==> src/fosl_pkg.sv <==
// constants for the fibre optic status link: timing, tones, decode values and latch layout
package fosl_pkg;
   localparam int unsigned CLK_HZ = 125_000_000;
   // tone frequencies: zero is the high tone, one the low tone
   localparam int unsigned TONE_ZERO_HZ = 300_000;
   localparam int unsigned TONE_ONE_HZ = 150_000;
   localparam int unsigned ZERO_HALF_CYC = CLK_HZ / (2 * TONE_ZERO_HZ);
   localparam int unsigned ONE_HALF_CYC = CLK_HZ / (2 * TONE_ONE_HZ);
   // receive windows allow a quarter of a half period either way
   localparam int unsigned ZERO_MIN_CYC = (ZERO_HALF_CYC * 3) / 4;
   localparam int unsigned ZERO_MAX_CYC = (ZERO_HALF_CYC * 5) / 4;
   localparam int unsigned ONE_MIN_CYC = (ONE_HALF_CYC * 3) / 4;
   localparam int unsigned ONE_MAX_CYC = (ONE_HALF_CYC * 5) / 4;
   // half periods that make one bit, in quarter-bit units
   localparam logic [2:0] ZERO_HALF_QTR = 3'h1;
   localparam logic [2:0] ONE_HALF_QTR = 3'h2;
   localparam logic [2:0] BIT_QTR = 3'h4;
   // frame gap sent by the transmitter and gap that resyncs the receiver
   localparam int unsigned TX_GAP_NS = 12_000;
   localparam int unsigned RX_GAP_NS = 8_000;
   localparam int unsigned TX_GAP_CYC = (TX_GAP_NS * (CLK_HZ / 1_000_000) + 999) / 1000;
   localparam int unsigned RX_GAP_CYC = (RX_GAP_NS * (CLK_HZ / 1_000_000)) / 1000;
   // silence on the fibre that counts as a dead link
   localparam int unsigned LOSS_US = 200;
   localparam int unsigned LOSS_CYC = LOSS_US * (CLK_HZ / 1_000_000);
   // activity indicator
   localparam int unsigned TX_HOLD_S = 16;
   localparam int unsigned TX_HOLD_CYC = TX_HOLD_S * CLK_HZ;
   localparam int unsigned RX_HOLD_MS = 250;
   localparam int unsigned RX_HOLD_CYC = RX_HOLD_MS * (CLK_HZ / 1000);
   localparam int unsigned BLINK_HZ = 8;
   localparam int unsigned BLINK_HALF_CYC = CLK_HZ / (2 * BLINK_HZ);
   // channels per frame and latch bit positions
   localparam int unsigned FRAME_BITS = 4;
   localparam int unsigned ST_PARITY_BIT = 0;
   localparam int unsigned ST_BUSY_BIT = 1;
   localparam int unsigned ST_READY_A_BIT = 2;
   localparam int unsigned ST_READY_B_BIT = 3;
   localparam logic [3:0] STATUS_RESET = 4'h0;
   // chip select decode of address bits 7..3 for the printer-side peripherals
   localparam logic [4:0] SEL_PARALLEL = 5'h0A;
   localparam logic [4:0] SEL_TIMER = 5'h0B;
   localparam logic [4:0] SEL_SERIAL = 5'h0C;
   typedef enum logic [1:0] {
      FOSL_TX_GAP = 2'b01,
      FOSL_TX_SEND = 2'b10
   } fosl_tx_state_t;
endpackage : fosl_pkg

==> src/fosl_link.sv <==
// printer-side fibre optic link: fsk transmitter, receiver, signal detector, activity led, decode
`timescale 1ns/10ps
module fosl_link
   import fosl_pkg::*;
#(
   parameter int unsigned TX_HOLD_LEN = TX_HOLD_CYC,
   parameter int unsigned RX_HOLD_LEN = RX_HOLD_CYC,
   parameter int unsigned BLINK_LEN = BLINK_HALF_CYC,
   parameter int unsigned LOSS_LEN = LOSS_CYC
) (
   input wire logic clk,
   input wire logic rst,
   input wire logic dataToPrinter,
   input wire logic motorEnable,
   input wire logic txBitClock,
   input wire logic strapTxClock,
   input wire logic fibreRxTone,
   input wire logic opticOverdrive,
   input wire logic opticQualityLow,
   input wire logic [7:0] busAddr,
   input wire logic periphPhase2,
   output logic fibreTxTone,
   output logic parityErrorIn,
   output logic printerBusy,
   output logic printerReadyA,
   output logic printerReadyB,
   output logic faultLed,
   output logic activityLed,
   output logic csParallel,
   output logic csTimer,
   output logic csSerial
);
   // pin synchronisers: three stages, a change is taken when stages two and three agree
   localparam int unsigned NSYNC = 7;
   logic [NSYNC-1:0] syncA, syncB, syncC, pinStable, pinPrev;
   logic dataS, enableS, dataEdge, txClkRise, rxEdge, strapSel, txTrigger;
   always_ff @(posedge clk) begin
      if (rst) begin
         syncA <= '0;
         syncB <= '0;
         syncC <= '0;
         pinStable <= '0;
         pinPrev <= '0;
      end else begin
         syncA <= {strapTxClock, opticQualityLow, opticOverdrive, fibreRxTone, txBitClock, motorEnable, dataToPrinter};
         syncB <= syncA;
         syncC <= syncB;
         pinStable <= (syncB & syncC) | (pinStable & (syncB | syncC));
         pinPrev <= pinStable;
      end
   end
   // the strap is a pin too; a change only matters at the next trigger
   assign strapSel = pinStable[6];
   assign dataS = pinStable[0];
   assign enableS = pinStable[1];
   assign dataEdge = pinStable[0] ^ pinPrev[0];
   assign txClkRise = pinStable[2] & ~pinPrev[2];
   assign rxEdge = pinStable[3] ^ pinPrev[3];
   function automatic logic [15:0] halfLen(input logic b);
      halfLen = b ? 16'(ONE_HALF_CYC) : 16'(ZERO_HALF_CYC);
   endfunction : halfLen
   function automatic logic [2:0] halfQtr(input logic b);
      halfQtr = b ? ONE_HALF_QTR : ZERO_HALF_QTR;
   endfunction : halfQtr
   function automatic logic selHit(input logic en, input logic [7:0] addr, input logic [4:0] v);
      selHit = en && addr[7:3] == v;
   endfunction : selHit
   fosl_tx_state_t txState;
   logic [3:0] txShift;
   logic [1:0] txBitIdx;
   logic [2:0] txHalves;
   logic [15:0] txTimer;
   assign txTrigger = strapSel ? txClkRise : dataEdge;
   always_ff @(posedge clk) begin
      if (rst) begin
         txState <= FOSL_TX_GAP;
         txShift <= 4'h0;
         txBitIdx <= 2'h0;
         txHalves <= 3'h0;
         txTimer <= 16'h0000;
         fibreTxTone <= 1'b0;
      end else if (txTrigger) begin
         // restart the frame so the fresh sample goes out after one gap
         txState <= FOSL_TX_GAP;
         txTimer <= 16'h0000;
         fibreTxTone <= 1'b0;
      end else begin
         case (txState)
            FOSL_TX_GAP: begin
               if (txTimer >= 16'(TX_GAP_CYC - 1)) begin
                  // four channels: data, enable, two spare sent as zero
                  txShift <= {2'b00, enableS, dataS};
                  txBitIdx <= 2'h0;
                  txHalves <= 3'h0;
                  txTimer <= 16'h0000;
                  txState <= FOSL_TX_SEND;
               end else begin
                  txTimer <= txTimer + 16'h0001;
               end
            end
            FOSL_TX_SEND: begin
               if (txTimer >= halfLen(txShift[0]) - 16'h0001) begin
                  txTimer <= 16'h0000;
                  fibreTxTone <= ~fibreTxTone;
                  if (txHalves + halfQtr(txShift[0]) >= BIT_QTR) begin
                     txHalves <= 3'h0;
                     txShift <= {1'b0, txShift[3:1]};
                     txBitIdx <= txBitIdx + 2'h1;
                     if (txBitIdx == 2'(FRAME_BITS - 1)) begin
                        txState <= FOSL_TX_GAP;
                     end
                  end else begin
                     txHalves <= txHalves + halfQtr(txShift[0]);
                  end
               end else begin
                  txTimer <= txTimer + 16'h0001;
               end
            end
            default: begin
               txState <= FOSL_TX_GAP;
               txTimer <= 16'h0000;
               fibreTxTone <= 1'b0;
            end
         endcase
      end
   end
   // each half period is classified by length; a bit is four quarters of one kind
   logic [15:0] rxTimer;
   logic [2:0] rxQtr, addQtr;
   logic [1:0] rxBitCnt;
   logic [3:0] rxShift, statusLatch;
   logic rxKind, rxFrameDone, toneBad, toneFault, halfZero, halfOne, halfGap, sigFault;
   assign halfZero = rxTimer >= 16'(ZERO_MIN_CYC) && rxTimer <= 16'(ZERO_MAX_CYC);
   assign halfOne = rxTimer >= 16'(ONE_MIN_CYC) && rxTimer <= 16'(ONE_MAX_CYC);
   assign halfGap = rxTimer >= 16'(RX_GAP_CYC);
   assign addQtr = halfQtr(halfOne);
   always_ff @(posedge clk) begin
      if (rst) begin
         rxTimer <= 16'h0000;
         rxQtr <= 3'h0;
         rxKind <= 1'b0;
         rxBitCnt <= 2'h0;
         rxShift <= 4'h0;
         rxFrameDone <= 1'b0;
         toneBad <= 1'b0;
      end else begin
         rxFrameDone <= 1'b0;
         toneBad <= 1'b0;
         if (!rxEdge) begin
            if (rxTimer != 16'hFFFF) begin
               rxTimer <= rxTimer + 16'h0001;
            end
         end else begin
            rxTimer <= 16'h0000;
            if (halfGap) begin
               // long quiet: next half starts a new frame
               rxQtr <= 3'h0;
               rxBitCnt <= 2'h0;
            end else if ((halfZero || halfOne) && (rxQtr == 3'h0 || rxKind == halfOne)) begin
               rxKind <= halfOne;
               if (rxQtr + addQtr >= BIT_QTR) begin
                  rxQtr <= 3'h0;
                  rxShift <= {halfOne, rxShift[3:1]};
                  rxBitCnt <= rxBitCnt + 2'h1;
                  rxFrameDone <= rxBitCnt == 2'(FRAME_BITS - 1);
               end else begin
                  rxQtr <= rxQtr + addQtr;
               end
            end else begin
               // wrong length or a mixed bit: invalid tone pattern
               toneBad <= 1'b1;
               rxQtr <= 3'h0;
               rxBitCnt <= 2'h0;
            end
         end
      end
   end
   // silence watchdog: no edge for a long time means the far unit or the cable is gone
   logic [31:0] lossCnt;
   always_ff @(posedge clk) begin
      if (rst || rxEdge) begin
         lossCnt <= 32'h00000000;
      end else if (lossCnt != LOSS_LEN) begin
         lossCnt <= lossCnt + 32'h00000001;
      end
   end
   // a clean frame ends a tone fault by itself
   always_ff @(posedge clk) begin
      if (rst) begin
         toneFault <= 1'b0;
      end else if (toneBad || lossCnt == LOSS_LEN) begin
         toneFault <= 1'b1;
      end else if (rxFrameDone) begin
         toneFault <= 1'b0;
      end
   end
   assign sigFault = pinStable[4] | pinStable[5] | toneFault;
   always_ff @(posedge clk) begin
      if (rst) begin
         faultLed <= 1'b0;
      end else begin
         faultLed <= sigFault;
      end
   end
   // status latch, order fixed by bit position
   always_ff @(posedge clk) begin
      if (rst || sigFault) begin
         statusLatch <= STATUS_RESET;
      end else if (rxFrameDone) begin
         statusLatch <= rxShift;
      end
   end
   always_ff @(posedge clk) begin
      if (rst) begin
         parityErrorIn <= 1'b0;
         printerBusy <= 1'b0;
         printerReadyA <= 1'b0;
         printerReadyB <= 1'b0;
      end else begin
         parityErrorIn <= statusLatch[ST_PARITY_BIT];
         printerBusy <= statusLatch[ST_BUSY_BIT];
         printerReadyA <= statusLatch[ST_READY_A_BIT];
         printerReadyB <= statusLatch[ST_READY_B_BIT];
      end
   end
   logic [31:0] txHold, rxHold, blinkCnt;
   logic blinkPhase, rxDataChange;
   assign rxDataChange = rxFrameDone && !sigFault && rxShift[ST_PARITY_BIT] != statusLatch[ST_PARITY_BIT];
   always_ff @(posedge clk) begin
      if (rst) begin
         txHold <= 32'h00000000;
      end else if (dataEdge) begin
         txHold <= TX_HOLD_LEN;
      end else if (txHold != 32'h00000000) begin
         txHold <= txHold - 32'h00000001;
      end
   end
   always_ff @(posedge clk) begin
      if (rst) begin
         rxHold <= 32'h00000000;
      end else if (rxDataChange) begin
         rxHold <= RX_HOLD_LEN;
      end else if (rxHold != 32'h00000000) begin
         rxHold <= rxHold - 32'h00000001;
      end
   end
   always_ff @(posedge clk) begin
      if (rst) begin
         blinkCnt <= 32'h00000000;
         blinkPhase <= 1'b0;
      end else if (blinkCnt >= BLINK_LEN - 1) begin
         blinkCnt <= 32'h00000000;
         blinkPhase <= ~blinkPhase;
      end else begin
         blinkCnt <= blinkCnt + 32'h00000001;
      end
   end
   always_ff @(posedge clk) begin
      if (rst) begin
         activityLed <= 1'b0;
      end else if (txHold != 32'h00000000) begin
         activityLed <= 1'b1;
      end else if (rxHold != 32'h00000000) begin
         activityLed <= blinkPhase;
      end else begin
         activityLed <= 1'b0;
      end
   end
   // registered, so selects trail the address by one clock; phase two lasts many clocks
   always_ff @(posedge clk) begin
      if (rst) begin
         csParallel <= 1'b0;
         csTimer <= 1'b0;
         csSerial <= 1'b0;
      end else begin
         csParallel <= selHit(periphPhase2, busAddr, SEL_PARALLEL);
         csTimer <= selHit(periphPhase2, busAddr, SEL_TIMER);
         csSerial <= selHit(periphPhase2, busAddr, SEL_SERIAL);
      end
   end
endmodule : fosl_link

==> config.mk <==
export PLATFORM = sky130hd
export DESIGN_NAME = fosl_link
export DESIGN_NICKNAME = d
export VERILOG_FILES = /design/src/fosl_pkg.sv /design/src/fosl_link.sv
export SDC_FILE = /design/constraint.sdc
export NUM_CORES = 1
export LEC_CHECK = 0
export ABC_AREA = 1
export BUFFER_PORTS_ARGS = -buffer_cell sky130_fd_sc_hd__buf_2
export CORE_ASPECT_RATIO = 2
export CORE_MARGIN = 1
export CORE_UTILIZATION = 40
export CTS_CLUSTER_SIZE = 8
export DETAILED_ROUTE_END_ITERATION = 16
export PLACE_DENSITY_LB_ADDON = 0.1
export REMOVE_ABC_BUFFERS = 1
export SLEW_MARGIN = 20
export SYNTH_ARGS = -nofsm -noshare
export SYNTH_HDL_FRONTEND = slang
export SYNTH_SLANG_ARGS = --single-unit
==> constraint.sdc <==
create_clock -name clk -period 3.3 [get_ports clk]
set_input_delay 0.33 -clock clk [delete_from_list [all_inputs] [get_ports clk]]
set_output_delay 0.33 -clock clk [all_outputs]
set_load 0.01 [all_outputs]
==> flow_summary.json <==
{
  "cts_hold_buf": 0,
  "overflow": 0,
  "clock-root-buffer": "sky130_fd_sc_hd__clkbuf_16",
  "ys_seq_area_frac": 0.416,
  "max_slew_violations": 0,
  "cts_resized": 0,
  "cts_tree": "done",
  "cp.buffers_inverters": 2,
  "synth_area_per_cell_sq_um": 7.31,
  "hold_path_class": "in2reg",
  "clkSinkCount": 228,
  "synthMostInstantiatedCell": "sky130_fd_sc_hd__nor2_1",
  "placedInstanceArea_sq_um": 11500,
  "hp_start": "opticOverdrive",
  "critical_path_peak_fanout": 6,
  "timing.critical_path.cells": "nor2_2, nand2_1, nor2_4, nand2_2, nand2_4, ha_1, inv_1, fa_1, xnor2_1, inv_1, nand3_2, nand3_1, nand2_1, nor2_1",
  "cp-start-kind": "flip-flop",
  "outcome": "completed",
  "io_pins": 28,
  "clkLatencyLatePin_ns": 0.50,
  "grt_first_pass_wirelength_um": 44900,
  "dieHeight_um": 236,
  "leakage_nw": 5.20,
  "core-area_sq_um": 26900,
  "finalCriticalPeriod_ns": 2.63,
  "critPathCaptureType": "flip-flop",
  "fin_setup_tns_ns": 0,
  "yosysWarnings": 0,
  "synth_flop_cell": "sky130_fd_sc_hd__dfxtp_1",
  "hold_viol": 0,
  "share_of_cells_above_drive_strength_1": 0.106,
  "final_net_count": 1593,
  "reg2reg_depth": 14,
  "effective_utilization_at_floorplan": 0.407,
  "vias": 9414,
  "hold-path-cell-count": 3,
  "count_of_state_elements_after_synthesis": 228,
  "post-cts-setup-buffers": 0,
  "max_freq_mhz": 380,
  "cp_data_required_time_ns": 3.67,
  "report.final.setup_viol": 0,
  "fp.dieW_um": 119,
  "number_of_antenna_violations_at_the_first_check_in_global_routing": 1,
  "netlist_top_cells_count": "sky130_fd_sc_hd__nor2_1 (303), sky130_fd_sc_hd__nand2_1 (249), sky130_fd_sc_hd__dfxtp_1 (228), sky130_fd_sc_hd__inv_1 (166), sky130_fd_sc_hd__a21oi_1 (83)",
  "syn_area_sq_um": 11000,
  "pwr_density_cell_nw_per_um2": 846,
  "largest_net_degree_at_the_start_of_global_routing": 43,
  "total_wirelength_of_the_detailed_routed_design_um": 27100,
  "tritoncts.num_buffers": 34,
  "worst_setup_path_startpoint": "rxTimer[12]$_SDFFE_PP0P_",
  "placementRows": 85,
  "synth_edf_count": 0,
  "fillerInstances": 2812,
  "post_drt_via_cell_ratio": 4.94,
  "antenna-diode-count": 0,
  "tightest_slew_ns": 0.861,
  "post_synth_main_area_contributors": "sky130_fd_sc_hd__dfxtp_1 (42%), sky130_fd_sc_hd__nor2_1 (10%), sky130_fd_sc_hd__nand2_1 (8.5%)",
  "synth.top_cell.area_share": 0.416,
  "unrepaired_setup_endpoints_after_global_routing": "false",
  "drt-initial-drc-count": 322,
  "post_drt_wl_per_cell_um": 14.2,
  "reg2reg_slack_ns": 0.67,
  "synthesis.instances": 1499,
  "cts.reportedPaths.clkPinSlew_ns": 0.05,
  "rr_startpoint": "rxTimer[12]$_SDFFE_PP0P_",
  "worst_slew_margin_rel": 0.424,
  "detail_route.drc_violations": 0,
  "port_buffers": 24,
  "clock_tree.buffer_depth": 3,
  "yosysUniqueCellTypes": 56,
  "cp_data_arrival_time_ns": 3.01,
  "grtUsageTotal": 0.201,
  "finalWeightedCongestion": 0.862,
  "ctsHtreeMaxLevel": 2,
  "dieArea_sq_um": 28100,
  "layout_stage_area_growth_over_the_synthesis_result_pct": 13.2,
  "skew_ns": 0.0216,
  "hpwl_um": 20500,
  "critPathMaxStageDelay_ns": 0.38,
  "drt_first_pass_iters": 5,
  "synth_top_cell_by_area": "sky130_fd_sc_hd__dfxtp_1",
  "ir_worst_vdd_v": 0.000601,
  "final_antenna_net_count": 0,
  "cap_violations": 0,
  "synth-async-reset-ratio": 0,
  "crit_slowest_cell": "sky130_fd_sc_hd__fa_1",
  "fin_crit_sh": 0.798,
  "grt_pass1_vias": 9458,
  "critPathTopFamily": "simple AND/OR/NAND/NOR gates",
  "critical_path_class": "reg2reg",
  "min_delay_worst_endpoint": "syncA[4]$_SDFF_PP0_",
  "worstReg2RegEnd": "rxBitCnt[1]$_SDFFE_PP0P_",
  "final_design_area_no_fill_sq_um": 12400
}
## worst min-delay path, cell delays in order
cell                     delay (ns)
sky130_fd_sc_hd__buf_2         0.07
sky130_fd_sc_hd__inv_1         0.03
sky130_fd_sc_hd__nor2_1        0.06
## worst max-delay path by stage
stage	end	slack (ns)	cells past startpoint
after detailed placement	rxBitCnt[1]$_SDFFE_PP0P_	0.66	14
final	rxBitCnt[1]$_SDFFE_PP0P_	0.67	14
after global placement	rxBitCnt[1]$_SDFFE_PP0P_	0.71	14
after CTS	rxBitCnt[1]$_SDFFE_PP0P_	0.63	14
after global routing	rxBitCnt[1]$_SDFFE_PP0P_	0.39	15
after floorplan	rxBitCnt[0]$_SDFFE_PP0P_	0.99	16
## metal layers
metal,vias up,share of wire,global-route usage
met5,-,0,0
met4,0,0.055,0.117
met3,82,0.030,0.0290
met2,146,0.55,0.398
met1,4277,0.36,0.188
li1,4909,-,-
## cells by family (layout without fill, tap and decap cells)
group           after synthesis  after routing  share of synthesized area
simple gates                816            816                      0.350
flops                       228            228                      0.416
buf+inv                     208            252                     0.0747
compound gates              160            160                     0.0803
xor+xnor                     66             66                     0.0541
fa+ha+maj                    20             20                     0.0242
other cells                   1             14                   0.000342
## state kept, by name (all words and copies together) (netlist names), 2 cells and up
| signal | cells |
|---|---|
| txShift | 2 |
| pinPrev | 3 |
| syncA | 7 |
| rxHold | 32 |
| txState | 2 |
| rxBitCnt | 2 |
| pinStable | 7 |
| txBitIdx | 2 |
| txTimer | 16 |
| syncC | 7 |
| rxShift | 4 |
| rxQtr | 3 |
| syncB | 7 |
| rxTimer | 16 |
| blinkCnt | 32 |
| statusLatch | 4 |
| txHalves | 3 |
| lossCnt | 32 |
| txHold | 32 |
## per-stage QoR
step	total power [mW]	util	std cells	hold slack (ns)	worst slack, ns
after floorplan	6.47	-	1488	0.388	0.992
after global placement	7.42	0.427	1867	0.390	0.714
after detailed placement	7.45	0.427	1867	0.395	0.660
after CTS	10.6	0.461	1904	0.00360	0.635
after global routing	11.3	0.461	1904	0.0487	0.387
final	10.5	0.461	1904	0.0242	0.667
## layout by cell type, fill, tap and decap left out, drive strengths merged, types with 3 or more instances in the layout
cell and count:
nor2 328, nand2 262, dfxtp 228, inv 183, a21oi 85, nand3 73
nor3 56, o21ai 47, nand4 43, xor2 37, clkbuf 35, buf 31
xnor2 29, nor4 20, ha 18, conb 14, or2 14, nor3b 11
a211oi 10, o21a 7, o21bai 4, nand3b 4, and3 3
## final cells by class
class | count | area, sq um | area share
well taps | 348 | 435 | 0.0351
repair buffers | 31 | 173 | 0.0139
flip-flops and latches | 228 | 4560 | 0.368
inverters | 184 | 692 | 0.0558
clock inverters | 2 | 38.8 | 0.00313
clock buffers | 35 | 876 | 0.0706
multi-input cells | 1076 | 5630 | 0.454
## where the power goes
group | leakage [nW] | switching, mW | internal, mW | total, mW
sequential | 1.86 | 0.354 | 3.12 | 3.48
clock | 0.450 | 1.17 | 1.93 | 3.11
combinational | 2.89 | 2.51 | 1.39 | 3.91
Power figures use the tool's default switching activity.
